[src/core/pfc_pkg.sv]
// constants shared by the flash program/erase controller files
// assumes a 32-bit classic wishbone slave and a 40 MHz system clock
package pfc_pkg;

  ////////////////////////////////////////////////////////////////////////
  // register byte offsets
  localparam logic [7:0] ADR_TARGET = 8'h00;
  localparam logic [7:0] ADR_CTRL = 8'h08;
  localparam logic [7:0] ADR_INTR = 8'h24;
  localparam logic [7:0] ADR_STAGING_WORD_0 = 8'h30;
  localparam logic [7:0] ADR_STAGING_WORD_1 = 8'h34;
  localparam logic [7:0] ADR_STAGING_WORD_2 = 8'h38;
  localparam logic [7:0] ADR_STAGING_WORD_3 = 8'h3c;

  ////////////////////////////////////////////////////////////////////////
  // command register fields
  localparam int CMD_WRITE = 0;
  localparam int CMD_MASS = 1;
  localparam int CMD_PAGE = 2;
  localparam int WIDTH_BIT = 4;
  localparam int ERASE_LSB = 8;
  localparam int BUSY_BIT = 24;
  localparam int UNLOCK_LSB = 28;
  localparam logic [3:0] UNLOCK_KEY = 4'h2;
  localparam logic [7:0] ERASE_PAGE_CODE = 8'h55;
  localparam logic [7:0] ERASE_MASS_CODE = 8'haa;

  ////////////////////////////////////////////////////////////////////////
  // interrupt register fields
  localparam int FLAG_DONE = 0;
  localparam int FLAG_DENIED = 1;
  localparam int IE_DONE = 8;
  localparam int IE_DENIED = 9;

  ////////////////////////////////////////////////////////////////////////
  // reset values
  localparam logic [31:0] RESET_WORD = 32'h0000_0000;

  ////////////////////////////////////////////////////////////////////////
  // timing: system clock and flash clock rates
  localparam int CLK_HZ = 40_000_000;
  localparam int FLASH_HZ = 1_000_000;
  localparam int FLASH_DIV = CLK_HZ / FLASH_HZ;

  typedef enum logic [1:0] {
    OP_WRITE,
    OP_PAGE,
    OP_MASS
  } pfc_op_type;

endpackage

[src/core/pfc_op_if.sv]
// carrier between command logic and the flash operation engine
// assumes both ends run on the same clock
`timescale 1ns/100ps
interface pfc_op_if;
  logic start;
  pfc_pkg::pfc_op_type op;
  logic [31:0] addr;
  logic [127:0] data;
  logic wide;
  logic busy;
  logic done;

  modport ctl (output start, output op, output addr, output data,
    output wide, input busy, input done);
  modport eng (input start, input op, input addr, input data,
    input wide, output busy, output done);
endinterface

[src/core/pfc_engine.sv]
// flash operation engine: paces requests to the array on the flash tick
// assumes the array holds ack high for one cycle per accepted request
`timescale 1ns/100ps
module pfc_engine #(
  parameter int DIV = pfc_pkg::FLASH_DIV
) (
  input wire logic clk_i,
  input wire logic rst_i,
  pfc_op_if.eng op,
  output logic fl_req_o,
  output pfc_pkg::pfc_op_type fl_op_o,
  output logic [31:0] fl_addr_o,
  output logic [127:0] fl_data_o,
  output logic fl_wide_o,
  input wire logic fl_ack_i
);

  typedef enum logic [1:0] {
    ST_IDLE,
    ST_WAIT_TICK,
    ST_REQ
  } pfc_eng_state_type;

  // worst case: start lands just after a tick, so a full period plus one
  localparam int TICK_MAX = DIV + 1;

  pfc_eng_state_type state_q;
  logic [7:0] div_q;
  logic tick_q;
  logic done_q;

  ////////////////////////////////////////////////////////////////////////
  // flash clock enable: the array only accepts requests on this tick
  always_ff @(posedge clk_i) begin
    if (rst_i) begin
      div_q <= 8'h00;
      tick_q <= 1'b0;
    end else if (div_q == 8'(DIV - 1)) begin
      div_q <= 8'h00;
      tick_q <= 1'b1;
    end else begin
      div_q <= div_q + 8'h01;
      tick_q <= 1'b0;
    end
  end

  ////////////////////////////////////////////////////////////////////////
  always_ff @(posedge clk_i) begin
    if (rst_i) begin
      state_q <= ST_IDLE;
      fl_req_o <= 1'b0;
      fl_op_o <= pfc_pkg::OP_WRITE;
      fl_addr_o <= pfc_pkg::RESET_WORD;
      fl_data_o <= '0;
      fl_wide_o <= 1'b0;
      done_q <= 1'b0;
    end else begin
      done_q <= 1'b0;
      case (state_q)
        ST_IDLE: begin
          if (op.start) begin
            fl_op_o <= op.op;
            fl_addr_o <= op.addr;
            fl_data_o <= op.data;
            fl_wide_o <= op.wide;
            state_q <= ST_WAIT_TICK;
          end
        end
        ST_WAIT_TICK: begin
          if (tick_q) begin
            fl_req_o <= 1'b1;
            state_q <= ST_REQ;
          end
        end
        ST_REQ: begin
          if (fl_ack_i) begin
            fl_req_o <= 1'b0;
            done_q <= 1'b1;
            state_q <= ST_IDLE;
          end
        end
        default: begin
          fl_req_o <= 1'b0;
          state_q <= ST_IDLE;
        end
      endcase
    end
  end

  assign op.busy = (state_q != ST_IDLE);
  assign op.done = done_q;
endmodule

[src/core/pfc_ctrl.sv]
// flash program/erase controller: wishbone registers and command logic
// assumes a classic wishbone master and an array behind pfc_engine
`timescale 1ns/100ps
// Notes on behaviour
// - writing 1 to page-wipe starts erasing the page at target location
// - page-wipe bit clears itself when the page erase finishes
// - page-wipe bit reads 1 while erasing, 0 otherwise
// - software writes of 0 to command bits are ignored
// - writing 1 to full-wipe erases the whole array; 0 does nothing
// - full-wipe bit clears itself when the whole-array erase ends
// - writing 1 to bit 0 programs staged data at target location
// - word-write bit reads 1 while a program is pending or running
// - interrupt register bit 9 enables the denied interrupt
// - interrupt register bit 8 enables the finish interrupt
// - denied flag, bit 1, sets on a write attempt while busy or locked
// - denied flag: software writing 1 does nothing, writing 0 clears
// - finish flag, bit 0, sets when any operation completes; 0 clears
// - four staging words form the 128-bit program word, low word first
// - key 0x2 in the top nibble unlocks; any other value locks
// - while busy, writes to all but the interrupt register are ignored
// - width bit 0 programs 128 bits, 1 programs only the first word
// - erase needs selector 0x55 page or 0xaa mass; cleared on finish
module pfc_ctrl #(
  parameter int DIV = pfc_pkg::FLASH_DIV
) (
  input wire logic clk_i,
  input wire logic rst_i,
  input wire logic wb_cyc_i,
  input wire logic wb_stb_i,
  input wire logic wb_we_i,
  input wire logic [7:0] wb_adr_i,
  input wire logic [3:0] wb_sel_i,
  input wire logic [31:0] wb_dat_i,
  output logic [31:0] wb_dat_o,
  output logic wb_ack_o,
  output logic irq_o,
  output logic fl_req_o,
  output pfc_pkg::pfc_op_type fl_op_o,
  output logic [31:0] fl_addr_o,
  output logic [127:0] fl_data_o,
  output logic fl_wide_o,
  input wire logic fl_ack_i
);

  function automatic logic [31:0] merge(input logic [31:0] old,
    input logic [31:0] nw, input logic [3:0] sel);
    logic [31:0] r;
    r = old;
    for (int i = 0; i < 4; i++) begin
      if (sel[i]) begin
        r[8*i +: 8] = nw[8*i +: 8];
      end
    end
    return r;
  endfunction

  pfc_op_if op ();

  logic [31:0] target_q;
  logic [3:0] unlock_q;
  logic [7:0] erase_q;
  logic wide_q;
  logic [2:0] cmd_q;
  logic [1:0] flags_q;
  logic [1:0] ie_q;
  logic [31:0] stage_q [4];
  logic start_q;
  pfc_pkg::pfc_op_type op_q;

  logic access;
  logic wr;
  logic busy;
  logic ctrl_wr;
  logic [31:0] ctrl_new;
  logic [2:0] cmd_req;
  logic any_req;
  logic req_ok;
  pfc_pkg::pfc_op_type req_op;
  logic deny_set;
  logic [1:0] flag_clr;

  ////////////////////////////////////////////////////////////////////////
  // bus decode and command checking
  assign access = wb_cyc_i && wb_stb_i && !wb_ack_o;
  assign wr = access && wb_we_i;
  assign busy = (cmd_q != 3'b000);
  assign ctrl_wr = wr && wb_adr_i == pfc_pkg::ADR_CTRL;
  assign ctrl_new = merge({unlock_q, 12'h000, erase_q, 3'b000, wide_q,
    4'h0}, wb_dat_i, wb_sel_i);
  // only ones count: a zero written to a command bit is a no-op
  assign cmd_req = (wb_sel_i[0] ? wb_dat_i[2:0] : 3'b000);
  assign any_req = ctrl_wr && cmd_req != 3'b000;

  always_comb begin
    req_op = pfc_pkg::OP_WRITE;
    req_ok = 1'b0;
    if (cmd_req[pfc_pkg::CMD_MASS]) begin
      req_op = pfc_pkg::OP_MASS;
      req_ok = ctrl_new[pfc_pkg::ERASE_LSB +: 8]
        == pfc_pkg::ERASE_MASS_CODE;
    end else if (cmd_req[pfc_pkg::CMD_PAGE]) begin
      req_op = pfc_pkg::OP_PAGE;
      req_ok = ctrl_new[pfc_pkg::ERASE_LSB +: 8]
        == pfc_pkg::ERASE_PAGE_CODE;
    end else begin
      req_ok = 1'b1;
    end
    // locked or busy: refuse; the key is the nibble after this write
    if (busy || ctrl_new[pfc_pkg::UNLOCK_LSB +: 4]
        != pfc_pkg::UNLOCK_KEY) begin
      req_ok = 1'b0;
    end
  end

  assign deny_set = any_req && !req_ok;
  assign flag_clr = (wr && wb_adr_i == pfc_pkg::ADR_INTR && wb_sel_i[0])
    ? ~wb_dat_i[1:0] : 2'b00;

  ////////////////////////////////////////////////////////////////////////
  // control fields; frozen while busy
  always_ff @(posedge clk_i) begin
    if (rst_i) begin
      target_q <= pfc_pkg::RESET_WORD;
      unlock_q <= 4'h0;
      erase_q <= 8'h00;
      wide_q <= 1'b0;
    end else begin
      if (wr && !busy && wb_adr_i == pfc_pkg::ADR_TARGET) begin
        target_q <= merge(target_q, wb_dat_i, wb_sel_i);
      end
      if (ctrl_wr && !busy) begin
        unlock_q <= ctrl_new[pfc_pkg::UNLOCK_LSB +: 4];
        erase_q <= ctrl_new[pfc_pkg::ERASE_LSB +: 8];
        wide_q <= ctrl_new[pfc_pkg::WIDTH_BIT];
      end else if (op.done && op_q != pfc_pkg::OP_WRITE) begin
        erase_q <= 8'h00;
      end
    end
  end

  ////////////////////////////////////////////////////////////////////////
  // staging words
  always_ff @(posedge clk_i) begin
    if (rst_i) begin
      for (int i = 0; i < 4; i++) begin
        stage_q[i] <= pfc_pkg::RESET_WORD;
      end
    end else if (wr && !busy && wb_adr_i[7:4] == pfc_pkg::ADR_STAGING_WORD_0[7:4]) begin
      stage_q[wb_adr_i[3:2]] <= merge(stage_q[wb_adr_i[3:2]], wb_dat_i,
        wb_sel_i);
    end
  end

  ////////////////////////////////////////////////////////////////////////
  // command bits: set by software, cleared only by completion
  always_ff @(posedge clk_i) begin
    if (rst_i) begin
      cmd_q <= 3'b000;
      start_q <= 1'b0;
      op_q <= pfc_pkg::OP_WRITE;
    end else begin
      start_q <= 1'b0;
      if (op.done) begin
        cmd_q <= 3'b000;
      end else if (any_req && req_ok) begin
        start_q <= 1'b1;
        op_q <= req_op;
        case (req_op)
          pfc_pkg::OP_MASS: cmd_q[pfc_pkg::CMD_MASS] <= 1'b1;
          pfc_pkg::OP_PAGE: cmd_q[pfc_pkg::CMD_PAGE] <= 1'b1;
          default: cmd_q[pfc_pkg::CMD_WRITE] <= 1'b1;
        endcase
      end
    end
  end

  ////////////////////////////////////////////////////////////////////////
  // flags and enables; a hardware set wins over a software clear
  always_ff @(posedge clk_i) begin
    if (rst_i) begin
      flags_q <= 2'b00;
      ie_q <= 2'b00;
    end else begin
      flags_q <= (flags_q & ~flag_clr)
        | {deny_set, op.done};
      if (wr && wb_adr_i == pfc_pkg::ADR_INTR && wb_sel_i[1]) begin
        ie_q <= wb_dat_i[pfc_pkg::IE_DONE +: 2];
      end
    end
  end

  always_ff @(posedge clk_i) begin
    if (rst_i) begin
      irq_o <= 1'b0;
    end else begin
      irq_o <= |(flags_q & ie_q);
    end
  end

  ////////////////////////////////////////////////////////////////////////
  // wishbone answer: one wait state, unmapped reads return zero
  always_ff @(posedge clk_i) begin
    if (rst_i) begin
      wb_ack_o <= 1'b0;
      wb_dat_o <= pfc_pkg::RESET_WORD;
    end else begin
      wb_ack_o <= access;
      wb_dat_o <= pfc_pkg::RESET_WORD;
      if (access && !wb_we_i) begin
        case (wb_adr_i)
          pfc_pkg::ADR_TARGET: wb_dat_o <= target_q;
          pfc_pkg::ADR_CTRL: wb_dat_o <= {unlock_q, 3'b000, busy, 8'h00,
            erase_q, 3'b000, wide_q, 1'b0, cmd_q};
          pfc_pkg::ADR_INTR: wb_dat_o <= {22'h0, ie_q, 6'h00, flags_q};
          pfc_pkg::ADR_STAGING_WORD_0,
          pfc_pkg::ADR_STAGING_WORD_1,
          pfc_pkg::ADR_STAGING_WORD_2,
          pfc_pkg::ADR_STAGING_WORD_3: wb_dat_o <= stage_q[wb_adr_i[3:2]];
          default: wb_dat_o <= pfc_pkg::RESET_WORD;
        endcase
      end
    end
  end

  ////////////////////////////////////////////////////////////////////////
  // engine hookup
  assign op.start = start_q;
  assign op.op = op_q;
  assign op.addr = target_q;
  assign op.wide = wide_q;
  assign op.data = {stage_q[3], stage_q[2], stage_q[1],
    stage_q[0]};

  pfc_engine #(
    .DIV(DIV)
  ) u_engine (
    .clk_i(clk_i),
    .rst_i(rst_i),
    .op(op.eng),
    .fl_req_o(fl_req_o),
    .fl_op_o(fl_op_o),
    .fl_addr_o(fl_addr_o),
    .fl_data_o(fl_data_o),
    .fl_wide_o(fl_wide_o),
    .fl_ack_i(fl_ack_i)
  );
endmodule

[config.mk]
export PLATFORM = sky130hd
export DESIGN_NAME = pfc_ctrl
export DESIGN_NICKNAME = d
export VERILOG_FILES = /design/src/core/pfc_pkg.sv /design/src/core/pfc_op_if.sv /design/src/core/pfc_engine.sv /design/src/core/pfc_ctrl.sv
export SDC_FILE = /design/constraint.sdc
export NUM_CORES = 1
export LEC_CHECK = 0
export ABC_AREA = 1
export BUFFER_PORTS_ARGS = -buffer_cell sky130_fd_sc_hd__buf_4
export CAP_MARGIN = 5
export CORE_ASPECT_RATIO = 2
export CORE_MARGIN = 3
export CORE_UTILIZATION = 37
export CTS_CLUSTER_DIAMETER = 200
export DETAILED_ROUTE_END_ITERATION = 6
export GPL_TIMING_DRIVEN = 0
export PLACE_DENSITY = 0.59
export SYNTH_ARGS = -nofsm -noshare
export SYNTH_HDL_FRONTEND = slang
export SYNTH_SLANG_ARGS = --single-unit
[constraint.sdc]
create_clock -name clk_i -period 6.6 [get_ports clk_i]
set_input_delay 1.98 -clock clk_i [delete_from_list [all_inputs] [get_ports clk_i]]
set_output_delay 1.98 -clock clk_i [all_outputs]
set_load 0.02 [all_outputs]
==> flow_metrics.py <==
metrics = {
    "global_routing": {
        "gr-total-overflow": 0,
        "grt_pass1_vias": 13300,
        "grt_max_degree": 21,
        "antenna_found_initial": 3,
        "track_usage_pct": 25.0,
        "grt_first_pass_wirelength_um": 81500,
    },
    "worst_setup_path": {
        "crit_required_ns": 6.84,
        "worst_setup_path_start_kind": "primary input",
        "endpoint_kind": "flop",
        "setup.worst_path.class": "primary input to flop",
        "r2r_cells": 10,
        "r2r_setup_slack_ns": 3.43,
        "cp.arrival_ns": 4.55,
        "crit_start": "wb_cyc_i",
        "critPathCapture": "stage_q[1][4]",
        "worst_r2r_endpoint": "stage_q[1][4]",
        "cp_max_fo": 18,
        "reg2reg_from": "wb_ack_o",
    },
    "sta": {
        "max_freq_mhz": 232,
        "fin_skew_ns": 0.0108,
        "finalCritPeriodShare_pct": 65.3,
        "tightest_slew_ns": 1.01,
        "setup_viol": 0,
        "setup_slack_ns": 2.29,
        "max_slew_margin_pct": 32.6,
        "slew_violations": 0,
        "rsz0062_at_grt": "no",
        "finalHoldViolCount": 0,
        "fin_crit_ns": 4.31,
    },
    "cells_and_area": {
        "drive_gt1_share_pct": 17.6,
        "utilization_pct": 47.1,
        "area_growth_pct": 25.7,
        "final_cell_mix": "nor2_1, dfxtp_1, o21ai_0",
        "final_cell_area_um2": 19000,
        "nNetsFinal": 2087,
        "final_common_cell": "nor2_1",
        "layout.cells.non_filler": 2595,
    },
    "floorplanning": {
        "ios": 248,
        "die_h_um": 292,
        "core_area_um2": 40300,
        "start_util_pct": 37.4,
        "die_w_um": 149,
        "die-area_um2": 43400,
        "fp-row-count": 104,
    },
    "yosys": {
        "ys_warn_count": 0,
        "ys_ff_latch": 393,
        "syn_nets": 1801,
        "synth.avg_cell_area_um2": 8.63,
        "synth_area_um2": 15100,
        "seq_area_frac_synth_pct": 60.6,
        "yosysUniqueCellTypes": 37,
        "synthCells": 1750,
        "synth_edf_count": 128,
        "synth_ff_type": "dfxtp_1",
        "async_reset_ff_share_pct": 0,
    },
    "placed_design": {
        "dpl-instance-area_um2": 17700,
        "dp.cells": 2529,
        "pre_cts_ws_ns": 1.78,
        "dp_hpwl_um": 43700,
        "port_buffers": 244,
        "gp_congestion": 0.913,
    },
    "power_and_ir_drop": {
        "pwr-share-seq_pct": 50.5,
        "power_density_nw_per_um2": 265,
        "internal_power_mw": 3.88,
        "power_frac_clock_pct": 44.1,
        "worst_ir_drop_vdd_uv": 192,
        "power.total_mw": 5.03,
        "netSwitchingPower_mw": 1.14,
        "combPwrFrac_pct": 5.4,
        "cellLeakagePower_nw": 7.43,
        "sw_frac_of_total_pct": 22.7,
    },
    "clock_network": {
        "clk_latency_ns": 0.53,
        "cts.sinks": 393,
        "clkTransAtPathRegs_ns": 0.07,
        "postCtsHoldBufs": 0,
        "root_buffer": "clkbuf_16",
        "cts_resized": 0,
        "cts-buffers-inserted": 35,
        "post_cts_buffers": 0,
        "cts.path.max_buffers": 3,
        "cts_tree": "built",
        "htreeDepth": 2,
    },
    "routing": {
        "post_drt_wl_per_cell_um": 21.5,
        "dr_total_vias": 13300,
        "drt_wl_total_um": 55900,
        "via_per_inst": 5.14,
        "drt_iter0_drc": 1100,
        "first_pass_iters": 6,
        "drc": 0,
        "ant_nets": 0,
    },
    "run": {
        "max_cap_viol_count": 0,
    },
    "status": {
        "status": "finished clean",
    },
    "min_path": {
        "hold_path.class": "flop to flop",
    },
}
==> cells in the mapped netlist, types with 4 or more instances <==
master    instances  area (um2)
nand2_1         118         443
nand3_1          15        75.1
nor2_1          543        2040
inv_1           100         375
clkbuf_1         72         270
or2_2             7        43.8
edfxtp_1        128        3840
o21a_1            4        30.0
nand4_1           8        50.1
dfxtp_1         265        5310
nor3_1            5        25.0
o21ai_1           4        20.0
buf_1             4        15.0
buf_2            26         130
a21oi_1         100         500
inv_2             5        18.8
o22ai_1          63         394
o21ai_0         253        1270
==> cell type report <==
class | count | area [um2]
Tap cell | 530 | 663
Multi-Input combinational cell | 1144 | 5120
Clock inverter | 11 | 133
Inverter | 107 | 402
Antenna cell | 3 | 7.51
Sequential cell | 393 | 9150
Timing Repair Buffer | 249 | 1950
Buffer | 106 | 453
Clock buffer | 52 | 1110
Fill cell | 4026 | 21400
==> sequential cells by signal (all words and copies together) (netlist names), 4 cells and up <==
register,flops
u_engine.div_q,8
unlock_q,4
stage_q,128
erase_q,8
fl_data_o,128
u_engine.fl_addr_o,32
op.addr,32
wb_dat_o,32
==> worst max-delay path, cell delays in order <==
cell and delay (ns):
buf_4 0.08, nand3b_1 0.08, nor2_1 0.43, nand2_1 0.33
inv_2 0.10, nand3_1 0.22, inv_2 0.17, nand2_1 0.17
buf_2 0.30, nand2_2 0.44, buf_16 0.23
==> power by group through the flow <==
stage / Combinational (mW) / Clock, mW / Sequential, mW
2_1_floorplan: 0.142 / 0 / 2.58
3_3_place_gp: 0.258 / 0 / 2.59
3_5_place_dp: 0.269 / 0 / 2.59
4_1_cts: 0.270 / 2.24 / 2.54
5_1_grt: 0.295 / 2.32 / 2.54
6_report: 0.274 / 2.21 / 2.54
==> routing by layer <==
| layer | global-route usage, % | vias to the layer above | wire [um] |
|---|---|---|---|
| met2 | 46.7 | 567 | 29600 |
| met1 | 27.8 | 6258 | 20300 |
| li1 | - | 6382 | - |
| met4 | 12.1 | 0 | 2930 |
| met3 | 2.93 | 137 | 3030 |
| met5 | 0 | - | 0 |
==> worst min-delay path by stage <==
| stage | start | endpoint | slack (ns) | cells after the start |
|---|---|---|---|---|
| floorplan | u_engine.div_q[0] | u_engine.div_q[0] | 0.42 | 1 |
| global placement | u_engine.div_q[0] | u_engine.div_q[0] | 0.43 | 1 |
| detailed placement | u_engine.div_q[0] | u_engine.div_q[0] | 0.43 | 1 |
| CTS | u_engine.div_q[0] | u_engine.div_q[0] | 0.45 | 1 |
| global route | u_engine.div_q[0] | u_engine.div_q[0] | 0.48 | 1 |
| finish | u_engine.div_q[0] | u_engine.div_q[0] | 0.45 | 1 |
==> per-stage QoR <==
step	hold slack (ns)	TNS [ns]
floorplan	0.418	0
global placement	0.433	-28.06
detailed placement	0.433	0
CTS	0.450	0
global route	0.476	0
finish	0.446	0
==> logic make-up (layout without fill, tap and decap cells) <==
| kind of cell | after synthesis | after routing | synth area share [%] |
|---|---|---|---|
| AND/OR/NAND/NOR | 708 | 708 | 18.4 |
| other | 0 | 3 | 0 |
| adder cells (fa/ha/maj) | 1 | 1 | 0.0828 |
| flip-flops | 393 | 393 | 60.6 |
| AO/OA/AOI/OAI | 434 | 434 | 15.2 |
| XOR/XNOR | 1 | 1 | 0.0580 |
| buffers and inverters | 213 | 525 | 5.66 |
(Power assumes the default switching activity.)
